<file path="config.mk">
export PLATFORM = sky130hd
export DESIGN_NAME = plced_error_dispatch
export DESIGN_NICKNAME = d
export VERILOG_FILES = /design/src/plced_pkg.sv /design/src/plced_error_dispatch.sv
export SDC_FILE = /design/constraint.sdc
export NUM_CORES = 1
export LEC_CHECK = 0
export BUFFER_PORTS_ARGS = -buffer_cell sky130_fd_sc_hd__buf_2
export CORE_ASPECT_RATIO = 1.75
export CORE_UTILIZATION = 50
export DETAILED_ROUTE_END_ITERATION = 8
export PLACE_DENSITY = 0.69
export SLEW_MARGIN = 20
export SYNTH_ARGS = -nofsm -noshare
export SYNTH_HDL_FRONTEND = slang
export SYNTH_SLANG_ARGS = --single-unit
</file>
<file path="constraint.sdc">
create_clock -name clock -period 12.6 [get_ports clock]
set_input_delay 0 -clock clock [delete_from_list [all_inputs] [get_ports clock]]
set_output_delay 0 -clock clock [all_outputs]
set_load 0.02 [all_outputs]
</file>
<file path="src/plced_pkg.sv">
// Purpose: constants for the error detection and dispatch unit
// Assumes: 25 MHz clock, 20-bit system addresses
// Notes: event index order is the dispatch priority (0 first)
// How it works
// - absent data block: handler, else halt
// - missing data block clears start, length
// - fault type 0101H logic, 0904H data
// - missing ready acknowledge raises bus timeout
// - direct access timeout: handler, else continue
// - image or flag timeout: handler, else continue
// - interrupt byte timeout: handler, else halt
// - distributed range timeout: handler, else continue
// - timeout address kept high/low words
// - unassigned image access completes, then faults
// - addressing fault: handler then resume, else halt
// - check off/on instructions gate addressing faults
// - cycle measured between main block starts
// - overrun: handler, restart; repeat or absent halts
// - limit 10..2550 ms, default 200 ms
// - retrigger call restarts monitor, no fault
// - bad substitution or opcode: handler, else halt
// - opening block 0 or 1 is substitution
// - parity mismatch: handler, else halt
// - user memory timeout behaves as parity fault
// - system RAM parity forces hard halt
// - parity address kept high/low words
// - nested faults served in call order
// - over five nested handlers: hard halt
package plced_pkg;
  // ==========================================================
  // register map
  localparam logic [19:0] REG_BUS_TO_HI = 20'hEF044;
  localparam logic [19:0] REG_BUS_TO_LO = 20'hEF045;
  localparam logic [19:0] REG_PAR_HI = 20'hEF046;
  localparam logic [19:0] REG_PAR_LO = 20'hEF047;
  localparam logic [19:0] REG_FAULT_TYPE = 20'hEF04B;
  localparam logic [19:0] REG_HANDLER_EN = 20'hEF0F0;
  localparam logic [19:0] REG_CYCLE_LIMIT = 20'hEF0F1;
  localparam logic [19:0] REG_STATUS = 20'hEF0F2;
  localparam logic [15:0] TYPE_LOGIC_MISSING = 16'h0101;
  localparam logic [15:0] TYPE_DATA_MISSING = 16'h0904;
  // ==========================================================
  // distributed peripheral windows
  localparam logic [19:0] DIST_A_LO = 20'hF0000;
  localparam logic [19:0] DIST_A_HI = 20'hFEFFF;
  localparam logic [19:0] DIST_B_LO = 20'hFF200;
  // ==========================================================
  // timing
  localparam int CLK_NS = 40;
  localparam int MS_NS = 1000000;
  localparam int ACK_TIMEOUT_NS = 1600;
  localparam int ACK_TIMEOUT_CYC = ACK_TIMEOUT_NS / CLK_NS;
  localparam int CYC_PER_MS = MS_NS / CLK_NS;
  localparam logic [7:0] CYCLE_UNIT_MS = 8'h0A;
  localparam logic [7:0] CYCLE_DEFAULT = 8'h14;
  localparam logic [2:0] MAX_NEST = 3'h5;
  // ==========================================================
  // events, index = priority
  localparam int NEV = 10;
  localparam int EV_PARITY = 0;
  localparam int EV_CYCLE = 1;
  localparam int EV_SUBST = 2;
  localparam int EV_INTBYTE = 3;
  localparam int EV_ADDR = 4;
  localparam int EV_DATABLK = 5;
  localparam int EV_LOGICBLK = 6;
  localparam int EV_DIRECT = 7;
  localparam int EV_IMAGE = 8;
  localparam int EV_DIST = 9;
  localparam logic [9:0] HALT_IF_ABSENT = 10'h03F;
  localparam logic [7:0] HANDLER_NUM [NEV] = '{8'h1E, 8'h1A, 8'h1B, 8'h1C, 8'h19,
                                               8'h13, 8'h13, 8'h17, 8'h18, 8'h1D};
  // access kinds
  typedef enum logic [1:0] {ACC_DIRECT, ACC_IMAGE, ACC_INTBYTE, ACC_USERMEM} plced_acc_e;
endpackage : plced_pkg

</file>
<file path="src/plced_error_dispatch.sv">
// Purpose: detect CPU faults and dispatch handler calls or halts
// Assumes: event inputs are one-cycle pulses from the CPU core
// Notes: one handler call is issued per cycle at most
module plced_error_dispatch import plced_pkg::*; #(
  parameter int CYCLES_PER_MS = CYC_PER_MS,
  parameter int ACK_CYCLES = ACK_TIMEOUT_CYC
) (
  // clock and reset
  input wire logic clock,
  input wire logic rst,
  // register port
  input wire logic [19:0] regAddr,
  input wire logic [15:0] regWdata,
  input wire logic regWr,
  input wire logic regRd,
  output logic [15:0] regRdata,
  // block open and call
  input wire logic blockOpen,
  input wire logic blockIsExt,
  input wire logic [7:0] blockNum,
  input wire logic blockExists,
  input wire logic blockValid,
  input wire logic logicCallMissing,
  output logic blockRegsClear,
  // backplane access
  input wire logic accStart,
  input wire logic [19:0] accAddr,
  input wire logic [1:0] accKind,
  input wire logic busReady,
  output logic accTimeout,
  // image, opcode, parity
  input wire logic imageAccessDone,
  input wire logic imageAssigned,
  input wire logic addrCheckOff,
  input wire logic addrCheckOn,
  input wire logic illegalSubst,
  input wire logic illegalOpcode,
  input wire logic memParityErr,
  input wire logic memParityOsRam,
  input wire logic [19:0] memParityAddr,
  // cycle control
  input wire logic mainCycleStart,
  input wire logic cycleRetrigger,
  // handler control
  input wire logic handlerDone,
  output logic handlerCall,
  output logic [7:0] handlerNum,
  output logic [2:0] nestDepth,
  output logic halted,
  output logic hardHalted
);
  // ==========================================================
  // register file
  logic [15:0] busHi_q, busHi_d, busLo_q, busLo_d;
  logic [15:0] parHi_q, parHi_d, parLo_q, parLo_d;
  logic [15:0] ftype_q, ftype_d;
  logic [9:0] hEn_q, hEn_d;
  logic [7:0] cycLim_q, cycLim_d;
  logic [15:0] rdata_d;
  logic chkOn_q, chkOn_d;
  logic busTo, busToMem;
  logic [19:0] accAddr_q;

  always_comb begin
    busHi_d = busHi_q;
    busLo_d = busLo_q;
    parHi_d = parHi_q;
    parLo_d = parLo_q;
    ftype_d = ftype_q;
    hEn_d = hEn_q;
    cycLim_d = cycLim_q;
    chkOn_d = chkOn_q;
    // only handler enable and cycle limit are writable; capture words ignore writes
    if (regWr && regAddr == REG_HANDLER_EN) begin
      hEn_d = regWdata[9:0];
    end
    if (regWr && regAddr == REG_CYCLE_LIMIT) begin
      cycLim_d = regWdata[7:0];
    end
    if (addrCheckOff) begin
      chkOn_d = 1'b0;
    end
    if (addrCheckOn) begin
      chkOn_d = 1'b1;
    end
    if (busTo && !busToMem) begin
      busHi_d = {12'h000, accAddr_q[19:16]};
      busLo_d = accAddr_q[15:0];
    end
    if (busTo && busToMem) begin
      parHi_d = {12'h000, accAddr_q[19:16]};
      parLo_d = accAddr_q[15:0];
    end else if (memParityErr) begin
      parHi_d = {12'h000, memParityAddr[19:16]};
      parLo_d = memParityAddr[15:0];
    end
    if (logicCallMissing) begin
      ftype_d = TYPE_LOGIC_MISSING;
    end
    if (blockOpen && !(blockNum < 8'h02 && !blockIsExt) && !(blockExists && blockValid)) begin
      ftype_d = TYPE_DATA_MISSING;
    end
    // read data stand one cycle, then fall back to zero
    rdata_d = 16'h0000;
    if (regRd) begin
      case (regAddr)
        REG_BUS_TO_HI: rdata_d = busHi_q;
        REG_BUS_TO_LO: rdata_d = busLo_q;
        REG_PAR_HI: rdata_d = parHi_q;
        REG_PAR_LO: rdata_d = parLo_q;
        REG_FAULT_TYPE: rdata_d = ftype_q;
        REG_HANDLER_EN: rdata_d = {6'h00, hEn_q};
        REG_CYCLE_LIMIT: rdata_d = {8'h00, cycLim_q};
        REG_STATUS: rdata_d = {10'h000, nestDepth, chkOn_q, hardHalted, halted};
        default: rdata_d = 16'h0000;
      endcase
    end
  end

  always_ff @(posedge clock or posedge rst) begin
    if (rst) begin
      busHi_q <= 16'h0000;
      busLo_q <= 16'h0000;
      parHi_q <= 16'h0000;
      parLo_q <= 16'h0000;
      ftype_q <= 16'h0000;
      hEn_q <= 10'h000;
      cycLim_q <= 8'h00;
      chkOn_q <= 1'b1;
      regRdata <= 16'h0000;
    end else begin
      busHi_q <= busHi_d;
      busLo_q <= busLo_d;
      parHi_q <= parHi_d;
      parLo_q <= parLo_d;
      ftype_q <= ftype_d;
      hEn_q <= hEn_d;
      cycLim_q <= cycLim_d;
      chkOn_q <= chkOn_d;
      regRdata <= rdata_d;
    end
  end

  // ==========================================================
  // acknowledge watchdog
  logic accBusy_q, accBusy_d;
  logic [1:0] accKind_q, accKind_d;
  logic [19:0] accAddr_d;
  logic [15:0] ackCnt_q, ackCnt_d;
  logic accTo_d;

  always_comb begin
    accBusy_d = accBusy_q;
    accKind_d = accKind_q;
    accAddr_d = accAddr_q;
    ackCnt_d = ackCnt_q;
    accTo_d = 1'b0;
    if (accStart) begin
      accBusy_d = 1'b1;
      accKind_d = accKind;
      accAddr_d = accAddr;
      ackCnt_d = 16'h0000;
    end else if (accBusy_q) begin
      // ready in the last waiting cycle still wins over the timeout
      if (busReady) begin
        accBusy_d = 1'b0;
      end else if (ackCnt_q == 16'(ACK_CYCLES - 1)) begin
        accBusy_d = 1'b0;
        accTo_d = 1'b1;
      end else begin
        ackCnt_d = ackCnt_q + 16'h0001;
      end
    end
  end

  always_ff @(posedge clock or posedge rst) begin
    if (rst) begin
      accBusy_q <= 1'b0;
      accKind_q <= 2'h0;
      accAddr_q <= 20'h00000;
      ackCnt_q <= 16'h0000;
      accTimeout <= 1'b0;
    end else begin
      accBusy_q <= accBusy_d;
      accKind_q <= accKind_d;
      accAddr_q <= accAddr_d;
      ackCnt_q <= ackCnt_d;
      accTimeout <= accTo_d;
    end
  end

  // timeout seen this cycle; address and kind still latched
  assign busTo = accTimeout;
  assign busToMem = accKind_q == ACC_USERMEM;

  // ==========================================================
  // cycle monitor, millisecond tick from a divider
  logic [15:0] divCnt_q, divCnt_d;
  logic [11:0] msCnt_q, msCnt_d;
  logic msTick, cycExpire, cycRestart;
  logic [11:0] cycLimitMs;

  assign msTick = divCnt_q == 16'(CYCLES_PER_MS - 1);
  // zero means unconfigured; widen first, as 2550 does not fit in eight bits
  always_comb begin
    if (cycLim_q == 8'h00) begin
      cycLimitMs = 12'(CYCLE_DEFAULT) * 12'(CYCLE_UNIT_MS);
    end else begin
      cycLimitMs = 12'(cycLim_q) * 12'(CYCLE_UNIT_MS);
    end
  end
  assign cycExpire = msTick && (msCnt_q + 12'h001 >= cycLimitMs);

  always_comb begin
    // the divider is cleared on restart too, so the first millisecond is a full one
    divCnt_d = msTick ? 16'h0000 : divCnt_q + 16'h0001;
    msCnt_d = msCnt_q;
    if (msTick) begin
      msCnt_d = msCnt_q + 12'h001;
    end
    if (mainCycleStart || cycleRetrigger || cycRestart || cycExpire) begin
      // restart at every main block start, retrigger, or expiry
      msCnt_d = 12'h000;
      divCnt_d = 16'h0000;
    end
  end

  always_ff @(posedge clock or posedge rst) begin
    if (rst) begin
      divCnt_q <= 16'h0000;
      msCnt_q <= 12'h000;
    end else begin
      divCnt_q <= divCnt_d;
      msCnt_q <= msCnt_d;
    end
  end

  // ==========================================================
  // fault collection
  logic [9:0] newEv, pend_q, pend_d, take;
  logic isDist, blkSubst, blkMissing, overrunActive;
  logic osHard;

  // the gap between the two windows stays an ordinary direct access
  assign isDist = (accAddr_q >= DIST_A_LO && accAddr_q <= DIST_A_HI)
                  || accAddr_q >= DIST_B_LO;
  assign blkSubst = blockOpen && blockNum < 8'h02 && !blockIsExt;
  assign blkMissing = blockOpen && !blkSubst && !(blockExists && blockValid);
  assign osHard = memParityErr && memParityOsRam;

  // a halted unit keeps collecting events but dispatches none
  always_comb begin
    newEv = 10'h000;
    newEv[EV_PARITY] = (memParityErr && !memParityOsRam) || (busTo && busToMem);
    newEv[EV_CYCLE] = cycExpire && !overrunActive;
    newEv[EV_SUBST] = illegalSubst || illegalOpcode || blkSubst;
    newEv[EV_INTBYTE] = busTo && accKind_q == ACC_INTBYTE;
    // the access itself has completed before the fault is raised
    newEv[EV_ADDR] = imageAccessDone && !imageAssigned && chkOn_q;
    newEv[EV_DATABLK] = blkMissing;
    newEv[EV_LOGICBLK] = logicCallMissing;
    newEv[EV_DIRECT] = busTo && accKind_q == ACC_DIRECT && !isDist;
    newEv[EV_IMAGE] = busTo && accKind_q == ACC_IMAGE;
    newEv[EV_DIST] = busTo && accKind_q == ACC_DIRECT && isDist;
    // a new event wins over its own dispatch in the same cycle
    pend_d = (pend_q & ~take) | newEv;
  end

  always_ff @(posedge clock or posedge rst) begin
    if (rst) begin
      pend_q <= 10'h000;
      blockRegsClear <= 1'b0;
    end else begin
      pend_q <= pend_d;
      blockRegsClear <= blkMissing || blkSubst;
    end
  end

  // ==========================================================
  // dispatcher with handler stack
  logic [3:0] stack_q [MAX_NEST];
  logic [3:0] stack_d [MAX_NEST];
  logic [2:0] depth_q, depth_d;
  logic halt_q, halt_d, hard_q, hard_d;
  logic call_d;
  logic [7:0] num_d;
  logic [3:0] sel;
  logic found;
  logic [4:0] ovCnt;

  // the stack keeps event indices, so a repeat overrun is seen while its handler runs
  // overrun handler still on the stack, counted per entry
  always_comb begin
    ovCnt = 5'h00;
    for (int i = 0; i < MAX_NEST; i++) begin
      if (3'(i) < depth_q && stack_q[i] == 4'(EV_CYCLE)) begin
        ovCnt = ovCnt + 5'h01;
      end
    end
  end
  assign overrunActive = ovCnt != 5'h00;

  always_comb begin
    sel = 4'h0;
    found = 1'b0;
    for (int i = NEV - 1; i >= 0; i--) begin
      if (pend_q[i]) begin
        sel = 4'(i);
        found = 1'b1;
      end
    end
  end

  always_comb begin
    stack_d = stack_q;
    depth_d = depth_q;
    halt_d = halt_q;
    hard_d = hard_q;
    take = 10'h000;
    call_d = 1'b0;
    num_d = handlerNum;
    cycRestart = 1'b0;
    if (handlerDone && depth_q != 3'h0) begin
      depth_d = depth_q - 3'h1;
    end
    if (osHard) begin
      hard_d = 1'b1;
      halt_d = 1'b1;
    end else if (cycExpire && overrunActive) begin
      halt_d = 1'b1;
    end else if (found && !halt_q && !hard_q) begin
      take[sel] = 1'b1;
      if (!hEn_q[sel]) begin
        // absent handler: halt or carry on
        halt_d = HALT_IF_ABSENT[sel];
      end else if (depth_d == MAX_NEST) begin
        hard_d = 1'b1;
        halt_d = 1'b1;
      end else begin
        stack_d[depth_d] = sel;
        depth_d = depth_d + 3'h1;
        call_d = 1'b1;
        num_d = HANDLER_NUM[sel];
        cycRestart = sel == 4'(EV_CYCLE);
      end
    end
  end

  always_ff @(posedge clock or posedge rst) begin
    if (rst) begin
      for (int i = 0; i < MAX_NEST; i++) begin
        stack_q[i] <= 4'h0;
      end
      depth_q <= 3'h0;
      halt_q <= 1'b0;
      hard_q <= 1'b0;
      handlerCall <= 1'b0;
      handlerNum <= 8'h00;
    end else begin
      stack_q <= stack_d;
      depth_q <= depth_d;
      halt_q <= halt_d;
      hard_q <= hard_d;
      handlerCall <= call_d;
      handlerNum <= num_d;
    end
  end

  assign nestDepth = depth_q;
  assign halted = halt_q;
  assign hardHalted = hard_q;
endmodule : plced_error_dispatch

</file>
==> results of run 1 <==
## layer usage
metal | global-route usage [%] | wire [µm]
met2 | 46.3 | 13300
met5 | 0 | 0
met1 | 27.7 | 9390
met4 | 11.4 | 944
met3 | 4.95 | 761
## cells by family after synthesis
logic type / Yosys count / share of synthesized area, %
simple gates: 312 / 16.7
flops: 188 / 47.5
compound gates: 137 / 9.02
mux: 125 / 13.9
buf+inv: 67 / 2.80
xor+xnor: 54 / 4.77
fa+ha+maj: 41 / 5.25
other cells: 1 / 0.0379
## per-stage QoR
step                std cells  power [µW]  hold slack (ns)  setup slack (ns)
global route             1365        1430           0.0680              6.75
detailed placement       1266         807            0.179              7.16
floorplan                 927         749           0.0734              7.49
finish                   1365        1380           0.0256              7.19
global placement         1266         804            0.177              7.25
CTS                      1365        1390           0.0464              7.13
## worst min path at each step
stage / from / endpoint / slack [ns] / depth (start not counted)
6_report: blockValid / ftype_q[8] / 0.03 / 4
5_1_grt: blockValid / ftype_q[8] / 0.07 / 4
4_1_cts: blockValid / ftype_q[8] / 0.05 / 4
3_5_place_dp: busReady / accTimeout / 0.18 / 2
3_3_place_gp: busReady / accTimeout / 0.18 / 2
2_1_floorplan: busReady / accTimeout / 0.07 / 1
## timing repair
item                      4_1_cts  5_1_grt
hold endpoints to repair      189        0
gates resized for setup         0        0
hold buffers                   67        0
## sequential cells by signal, indices dropped and copies added, names as in the netlist, 2 cells and up
signal,cells
ackCnt_q,16
handlerNum,5
accAddr_q,20
divCnt_q,16
pend_q,10
hEn_q,10
parLo_q,16
ftype_q,3
busLo_q,16
msCnt_q,12
busHi_q,4
regRdata,16
cycLim_q,8
nestDepth,3
parHi_q,4
stack_q,20
accKind_q,2
## layout make-up
cell class	instances	area share, %
multi-input combinational	672	41.1
sequential	188	39.0
timing repair buffer	202	11.3
clock buffer	21	3.74
tap	241	2.50
clock inverter	11	1.37
inverter	30	0.997
## report_power, final
part,leakage (µW),switching (µW),internal [µW],total (µW)
clock network,0.000302,228,337,565
registers,0.00243,30.7,624,655
logic,0.00286,88.3,69.8,158
total,0.00560,347,1030,1380
## layout by cell type (no fill, tap or decap), types with 4 or more instances in the layout
| cell type | Yosys | layout |
|---|---|---|
| clkbuf_16 | 0 | 17 |
| o21ai_0 | 39 | 39 |
| nand2b_1 | 9 | 9 |
| dfrtp_1 | 187 | 187 |
| mux2_2 | 93 | 93 |
| buf_2 | 0 | 129 |
| xnor2_1 | 26 | 26 |
| a22oi_1 | 9 | 9 |
| o41ai_1 | 6 | 6 |
| ha_1 | 40 | 40 |
| nand3_1 | 23 | 23 |
| or3_1 | 6 | 6 |
| or2_2 | 5 | 5 |
| nand2_1 | 85 | 85 |
| nor3_1 | 17 | 17 |
| nor2_1 | 72 | 72 |
| bufinv_16 | 0 | 4 |
| buf_4 | 3 | 6 |
| nand4b_1 | 7 | 7 |
| and2_1 | 5 | 5 |
| a21o_1 | 6 | 6 |
| a222oi_1 | 8 | 8 |
| clkinv_2 | 0 | 4 |
| nor4_1 | 19 | 17 |
| inv_1 | 28 | 27 |
| nor3_2 | 10 | 10 |
| nand4_1 | 11 | 11 |
| xor2_1 | 28 | 28 |
| a21oi_1 | 37 | 36 |
| a31oi_1 | 5 | 5 |
| mux2i_1 | 31 | 31 |
| o31ai_1 | 7 | 7 |
| and3_1 | 8 | 8 |
| nor4b_1 | 9 | 9 |
| dlygate4sd3_1 | 0 | 67 |
## worst max-delay path, delay by kind of cell, from the launching register on
kind	cells	cell delay, ns
AOI/OAI and AO/OA	4	1.09
adders and majority gates	4	1.12
xor gates and xnor gates	1	0.32
DFF	1	0.54
buffers and inverters	3	0.42
and+or+nand+nor	8	1.84
==> impl_metrics.yaml, run 1 <==
route:
  ant_nets: 0
  drt-total-wl_mm: 24.4
  drtIter0Drc: 350
  avgViaCountPerCell: 5.65
  vias: 7714
  wl_per_cell_um: 17.8
  detail_route.drc_violations: 0
  dr.pass1.iters: 6
die:
  dieHeight_um: 188
  die_area_um2: 20400
  initial_core_util_pct: 51.4
  io_pins: 140
  chipWidth_um: 108
  row_count: 67
  core_area_um2: 19300
sta:
  period_minus_slack_ns: 5.41
  drv_slew: 0
  hold_viol_final: 0
  fmax_mhz: 185
  rsz0062_at_grt: "no"
  tightest_slew_ns: 0.981
  fin_crit_sh_pct: 42.9
  clock-skew-final_ns: 0.00903
  setup_viol: 0
  tns_ns: 0
  maxSlewHeadroom_pct: 34.0
clocking:
  cts_tree: "built"
  cts_buffers: 17
  clk_latency_ns: 0.44
  clk_pin_slew_ns: 0.07
  cts_max_level: 4
  postCtsSetupBuffers: 0
  clock_path_buffers: 2
  cts_root_buf: "clkbuf_16"
  clkSinkCount: 188
critical_path:
  cp.arrival_ns: 5.75
  cp.required_ns: 12.94
  worstSetupStartpoint: "nestDepth[1]"
  worstSetupPathType: "flip-flop to flip-flop"
  endpoint_kind: "flip-flop"
  slowest_delay_ns: 0.65
  r2r_slack_ns: 7.19
  crit_chain: "inv_1 > ha_1 > a21oi_1 > o21ai_0 > inv_1 > ha_1 > xnor2_1 > clkinv_1 > ha_1 > nand3_1 > o31ai_1 > ha_1 > nor4b_1 > nand4b_1 > nand2b_1 > nor4b_1 > or4_4 > a211oi_4 > and4b_1 > nor3_1"
  worst_path_max_delay_cell: "a211oi_4"
  worst_path_most_repeated_cell: "ha_1"
  endpoint: "divCnt_q[15]"
  rr_startpoint: "nestDepth[1]"
  r2r_cells: 20
  critPathLaunchType: "flip-flop"
  critPathMaxFanout: 19
  worstReg2RegEnd: "divCnt_q[15]"
synth:
  ys_ff_latch: 188
  synth_cells: 925
  synth.distinct_cells: 69
  yosysTopAreaCell: "dfrtp_1"
  yosysSeqAreaShare_pct: 47.5
  ys_dominant_reg_cell: "dfrtp_1"
  synth_edf_count: 0
  synthTopCellsByArea: "dfrtp_1 (47%), mux2_2 (11%), ha_1 (5.1%)"
  yosysMostFrequentCell: "dfrtp_1"
  yosysTopAreaCellShare_pct: 47.2
  async_reset_ff_share_pct: 100
  syn_avg_cell_area_um2: 10.7
  ys_top_cells_by_count: "dfrtp_1 (187), mux2_2 (93), nand2_1 (85)"
  netlist_area_um2: 9910
  yosys_warnings: 0
layout:
  area_growth_pct: 21.6
  nFillCells: 1606
  design_area_um2: 12100
  nNetsFinal: 1260
  drive_gt1_share_pct: 25.5
  fin_util_pct: 62.5
  multi_input_area_um2: 4950
  seqCellArea_um2: 4710
  antenna_cells: 0
run:
  maxCapViolations: 0
placed_design:
  dp_hpwl_mm: 17.0
  io_buffer_count: 129
  place_area_um2: 10800
  place_congestion: 0.899
status:
  outcome: "completed"
global_route:
  grt_max_degree: 115
  gr-total-overflow: 0
  grt_pass1_wl_mm: 39.9
  antenna_found_initial: 0
  grt_pass1_vias: 8068
  track_usage_pct: 25.4
power_and_ir_drop:
  ir_worst_vdd_v: 0.000142
  p_per_area_nw_per_um2: 114
  leakage_uw: 0.00560
worst_hold_path:
  hp-class: "input pin to flip-flop"
No activity file was read; power rests on OpenSTA's default activity.
==> run 2: changes to the inputs <==
==> constraint.sdc (replaced) <==
create_clock -name clock -period 5.1 [get_ports clock]
set_input_delay 0 -clock clock [delete_from_list [all_inputs] [get_ports clock]]
set_output_delay 0 -clock clock [all_outputs]
set_load 0.02 [all_outputs]
==> run 2 against run 1 <==
Non-clock buffer count increased by 8; sequential cell count unchanged; wire length increased by 1.7%; worst hold slack improved by 0.014 ns; sequential share of layout area decreased by 0.23 points; clock skew increased by 0.0040 ns; via count increased by 1.0%; cell area increased by 0.60%; setup slack got worse by 6.9 ns; largest cell class unchanged; largest power group unchanged; highest routed layer unchanged.
==> impl_metrics.yaml, run 2 (same netlist as run 1, synthesis figures left out) <==
global_route:
  gr-total-overflow: 0
  grt_max_degree: 189
  grt_pass1_wl_mm: 40.2
  grt_pass1_vias: 8153
  track_usage_pct: 25.6
  antenna_found_initial: 0
route:
  dr.pass1.iters: 5
  avgViaCountPerCell: 5.68
  wl_per_cell_um: 18.0
  drt-total-wl_mm: 24.8
  ant_nets: 0
  drtIter0Drc: 370
  vias: 7793
  detail_route.drc_violations: 0
power_and_ir_drop:
  p_per_area_nw_per_um2: 277
  clock_power_share_pct: 40.0
  leakage_uw: 0.00563
  p_sw_uw: 895
  power_frac_comb_pct: 12.5
  power_frac_seq_pct: 47.5
  internal_power_uw: 2470
  switching_share_pct: 26.6
  ir_worst_vdd_v: 0.000325
critical_path:
  cp.required_ns: 5.43
  critPathLaunchType: "flip-flop"
  rr_startpoint: "nestDepth[1]"
  r2r_cells: 20
  endpoint_kind: "flip-flop"
  r2r_slack_ns: 0.33
  worstSetupPathType: "flip-flop to flip-flop"
  critPathMaxFanout: 8
  worstReg2RegEnd: "handlerNum[2]"
  cp.arrival_ns: 5.10
placed_design:
  place_congestion: 0.866
  io_buffer_count: 129
  dp_hpwl_mm: 16.8
sta:
  tns_ns: 0
  drv_slew: 0
  holdWs_ns: 0.0399
  maxSlewHeadroom_pct: 34.2
  clock-skew-final_ns: 0.0130
  fin_crit_sh_pct: 93.5
  setup_viol: 0
  period_minus_slack_ns: 4.77
  tightest_slew_ns: 0.979
  hold_viol_final: 0
  fmax_mhz: 210
layout:
  antenna_cells: 0
  multi_input_area_um2: 4960
  layout_common_cells: "dfrtp_1 (187), buf_2 (129), mux2_2 (93), nand2_1 (85), nor2_1 (72)"
  reg_top3: "accAddr_q x20, stack_q x20"
  seqCellArea_um2: 4710
  final_common_cell: "dfrtp_1"
  area_growth_pct: 22.4
  nFillCells: 1620
  nNetsFinal: 1268
  drive_gt1_share_pct: 26.3
clocking:
  clock_path_buffers: 2
  cts_max_level: 4
  clkSinkCount: 188
  cts_root_buf: "clkbuf_16"
  clk_latency_ns: 0.45
  cts_tree: "built"
  cts_buffers: 17
  postCtsSetupBuffers: 0
  clk_pin_slew_ns: 0.07
worst_hold_path:
  hold_start: "blockValid"
  hp-class: "input pin to flip-flop"
  hold_path_depth: 4
  worstHoldEndpoint: "ftype_q[8]"
die:
  initial_core_util_pct: 51.4
  dieHeight_um: 188
  die_area_um2: 20400
  core_area_um2: 19300
  chipWidth_um: 108
  io_pins: 140
  row_count: 67
status:
  outcome: "completed"
run:
  maxCapViolations: 0
run 2: changes by cell type in the layout (fill, tap and decap cells not counted), sizes merged:
cell | before | now
bufinv | 4 | 2
clkinvlp | 1 | 4
clkbuf | 21 | 20
buf | 135 | 143
run 2: power groups by stage:
stage | clock network (µW) | logic (µW) | registers (µW)
global placement | 0 | 371 | 1620
global route | 1420 | 461 | 1600
finish | 1340 | 419 | 1600
floorplan | 0 | 229 | 1620
CTS | 1360 | 415 | 1600
detailed placement | 0 | 373 | 1630
run 2: worst max path at each step:
stage                     cells after the start             to  slack (ns)         start
after CTS                                    21   nestDepth[2]        0.15  nestDepth[1]
after global placement                       20  handlerNum[0]        0.33  nestDepth[1]
after detailed placement                     20  handlerNum[2]        0.27  nestDepth[1]
final                                        20  handlerNum[2]        0.33  nestDepth[1]
after floorplan                              20  handlerNum[0]        0.67  nestDepth[1]
after global routing                         21      pend_q[7]       -0.01  nestDepth[1]
run 2: repair_timing:
action / 4_1_cts / 5_1_grt
endpoints found under the hold margin: 263 / 0
resized for setup: 0 / 2
setup endpoints to repair: 0 / 53
hold buffers: 67 / 0
run 2: metrics by stage:
step           power (µW)  std cells  area [µm²]  utilization (%)  setup WS (ns)
6_report             3360       1373       12100             62.9          0.331
4_1_cts              3370       1372       12100             62.7          0.155
5_1_grt              3490       1373       12100             62.9        -0.0108
3_5_place_dp         2000       1273       10800             56.2          0.266
3_3_place_gp         1990       1273       10800             56.2          0.331
2_1_floorplan        1850        927        9920                -          0.672
run 2: final cells by class:
class                   count  area share (%)
inverters                  30           0.960
flip-flops and latches    188            38.8
clock inverters            12            1.15
clock buffers              20            3.68
well taps                 241            2.49
repair buffers            210            12.0
multi-input cells         672            40.9
run 2: routing by layer:
metal | share of wire (%) | vias to the layer above | GRT usage, %
li1 | - | 3707 | -
met1 | 38 | 3851 | 27.6
met2 | 56 | 178 | 47.4
met3 | 3.0 | 57 | 4.12
met4 | 3.4 | 0 | 12.1
met5 | 0 | - | 0
run 2: worst max-delay path: stages (launching register included):
cell and delay [ns]:
dfrtp_1 0.48, inv_1 0.16, ha_1 0.16, a21oi_1 0.04, o21ai_0 0.22, inv_1 0.07, ha_1 0.36, xnor2_2 0.24
clkinv_1 0.16, ha_1 0.32, nand3_1 0.08, o31ai_1 0.09, ha_1 0.30, nor4b_2 0.05, nand4b_1 0.13, nand2b_1 0.14
nor4b_1 0.06, or4_4 0.55, a211oi_4 0.37, nand3b_2 0.31, mux2_2 0.37
==> run 3: changes to the inputs <==
--- a/config.mk
+++ b/config.mk
@@ -5,7 +5,9 @@
 export SDC_FILE = /design/constraint.sdc
 export NUM_CORES = 1
 export LEC_CHECK = 0
+export ABC_AREA = 1
 export BUFFER_PORTS_ARGS = -buffer_cell sky130_fd_sc_hd__buf_2
+export CAP_MARGIN = 25
 export CORE_ASPECT_RATIO = 1.75
 export CORE_UTILIZATION = 50
 export DETAILED_ROUTE_END_ITERATION = 8
==> run 3 against run 2 <==
Register-to-register slack better by 0.19 ns; clock-buffer cell count is 1 higher; cell area up 1.8%; global-route usage rose by 0.76 points; sequential share of layout area fell by 0.68 points; setup slack gained 0.19 ns; clock skew shrank 0.0050 ns; sequential power about the same; via count rose by 15%; cell count rose by 22%; area after synthesis grew 2.5%; clock power grew 6%; critical path type unchanged.
==> impl_metrics.yaml, run 3 <==
sta:
  tns_ns: 0
  rsz0062_at_grt: "no"
  hold_viol_final: 0
  maxSlewHeadroom_pct: 46.8
  period_minus_slack_ns: 4.58
  fin_crit_sh_pct: 89.8
  fmax_mhz: 218
  drv_slew: 0
  tightest_slew_ns: 0.798
  clock-skew-final_ns: 0.00803
  setup_viol: 0
status:
  outcome: "completed"
layout:
  antenna_cells: 0
  layout_common_cells: "nand2_1 (249), dfrtp_1 (187), inv_1 (167), buf_2 (129), o21ai_0 (122)"
  drive_gt1_share_pct: 16.6
  area_growth_pct: 21.5
  nNetsFinal: 1565
  nFillCells: 1755
  reg_top3: "accAddr_q x20, stack_q x20"
  final_common_cell: "nand2_1"
  multi_input_area_um2: 4610
  seqCellArea_um2: 4710
synth:
  ys_dominant_reg_cell: "dfrtp_1"
  yosysSeqAreaShare_pct: 46.3
  synth_xor_xnor_area_share_pct: 1.38
  ys_top_cells_by_count: "nand2_1 (249), dfrtp_1 (187), inv_1 (168)"
  yosysMostFrequentCell: "nand2_1"
  synth_edf_count: 0
  synth-compound-area-share_pct: 12.4
  synth.distinct_cells: 59
  synth_top_family_by_area: "simple AND/OR/NAND/NOR gates"
  synthMuxAreaShare_pct: 0.419
  yosys_warnings: 0
  yosysTopAreaCell: "dfrtp_1"
  async_reset_ff_share_pct: 100
  synthAdderAreaFrac_pct: 5.12
  synth_cells: 1225
  netlist_area_um2: 10200
  synthTopCellsByArea: "dfrtp_1 (46%), nand2_1 (9.2%), inv_1 (6.2%)"
  ys_ff_latch: 188
  yosysTopAreaCellShare_pct: 46.1
  synthSimpleGateAreaFrac_pct: 25.9
  syn_avg_cell_area_um2: 8.29
clocking:
  clkSinkCount: 188
  cts_buffers: 17
  clock_path_buffers: 2
  cts_max_level: 4
  clk_pin_slew_ns: 0.07
  clk_latency_ns: 0.44
  postCtsSetupBuffers: 0
  cts_tree: "built"
  cts_root_buf: "clkbuf_16"
route:
  drt-total-wl_mm: 25.4
  dr.pass1.iters: 5
  drtIter0Drc: 378
  detail_route.drc_violations: 0
  avgViaCountPerCell: 5.35
  vias: 8959
  wl_per_cell_um: 15.2
  ant_nets: 0
global_route:
  grt_max_degree: 146
  grt.met2_usage_pct: 48.2
  grt_pass1_vias: 9096
  grt_pass1_wl_mm: 42.6
  grt_use_met3_pct: 4.31
  use_met1_pct: 29.1
  gr-total-overflow: 0
  top_usage_layer: "met2"
  track_usage_pct: 26.4
  antenna_found_initial: 0
placed_design:
  place_congestion: 0.843
  dp_hpwl_mm: 18.3
  io_buffer_count: 129
die:
  dieHeight_um: 191
  die_area_um2: 20900
  initial_core_util_pct: 51.2
  row_count: 68
  chipWidth_um: 110
  core_area_um2: 19800
  io_pins: 140
critical_path:
  worstSetupPathType: "flip-flop to flip-flop"
  r2r_slack_ns: 0.52
  cp.arrival_ns: 4.90
  worst_path_most_repeated_cell: "nand2_1"
  rr_startpoint: "cycLim_q[3]"
  critPathLaunchType: "flip-flop"
  slowest_delay_ns: 0.56
  worstReg2RegEnd: "pend_q[2]"
  crit_chain: "ha_1 > ha_1 > fa_1 > nand2_1 > nand2_1 > a21oi_1 > or2_2 > nand2_1 > a21oi_1 > nor3_1 > a21oi_1 > ha_1 > nand4_1 > nor2_1 > nand2_1 > o2111ai_1 > nor2_1 > nor2_1 > nand2_2 > nand3_2 > o21ai_0 > nand3_1 > dlygate4sd3_1"
  worst_path_max_delay_cell: "dlygate4sd3_1"
  critPathMaxFanout: 11
  cp.required_ns: 5.42
  endpoint_kind: "flip-flop"
  r2r_cells: 23
power_and_ir_drop:
  leakage_uw: 0.00590
  total_power_uw: 3470
  ir_worst_vdd_v: 0.000304
  p_per_area_nw_per_um2: 281
worst_hold_path:
  worstHoldEndpoint: "ftype_q[0]"
  hold_start: "blockNum[1]"
  hold_path_depth: 5
  hp-class: "input pin to flip-flop"
run:
  maxCapViolations: 0
## run 3: worst max-delay path: cells and delay by family (launching register included)
kind	cells	cell delay (ns)
AOI/OAI and AO/OA	5	0.81
adders and majority gates	4	1.16
buffers and inverters	1	0.56
DFF	1	0.43
and+or+nand+nor	13	1.50
## run 3: routing by layer
layer  share of wire, %  wire length [µm]
met5                  0                 0
met4                3.8               974
met3                3.1               786
met2                 55             13900
met1                 38              9740
## run 3: worst max-delay path by stage
stage                           start          end  slack [ns]  cells after the start
after CTS                 cycLim_q[3]    pend_q[2]        0.49                     23
final                     cycLim_q[3]    pend_q[2]        0.52                     23
after global placement    cycLim_q[3]   msCnt_q[9]        0.80                     24
after global routing      cycLim_q[3]    pend_q[2]        0.10                     23
after detailed placement  cycLim_q[3]   msCnt_q[7]        0.71                     24
after floorplan           cycLim_q[3]  divCnt_q[3]        1.46                     22
## run 3: stage by stage
stage	instance area (µm²)	hold WS, ns	std cells	worst slack [ns]	util [%]
after floorplan	10200	0.0628	1227	1.46	-
after global placement	11000	0.153	1571	0.799	55.4
after detailed placement	11000	0.154	1571	0.707	55.4
after CTS	12300	0.0616	1672	0.491	62.0
after global routing	12300	0.0905	1674	0.101	62.2
final	12300	0.0619	1674	0.520	62.2
## run 3: kinds of logic after synthesis
group	Yosys count
AND/OR/NAND/NOR	543
XOR/XNOR	16
adder cells (fa/ha/maj)	41
multiplexers	4
other	1
buffers and inverters	209
flip-flops	188
AO/OA/AOI/OAI	223
## run 3: layout make-up
cell class | count | area share [%]
clock inverters | 11 | 1.34
flip-flops and latches | 188 | 38.1
well taps | 245 | 2.48
clock buffers | 21 | 3.73
inverters | 175 | 5.37
repair buffers | 204 | 11.6
multi-input cells | 830 | 37.4
## run 3: power by group
group	internal, µW	total, µW	switching [µW]
Sequential	1550	1590	39.8
Combinational	159	460	300
Clock	846	1420	574
## run 3: timing repair
item | in CTS | in global routing
hold buffers | 69 | 0
hold endpoints to repair | 119 | 0
gates resized for setup | 0 | 0
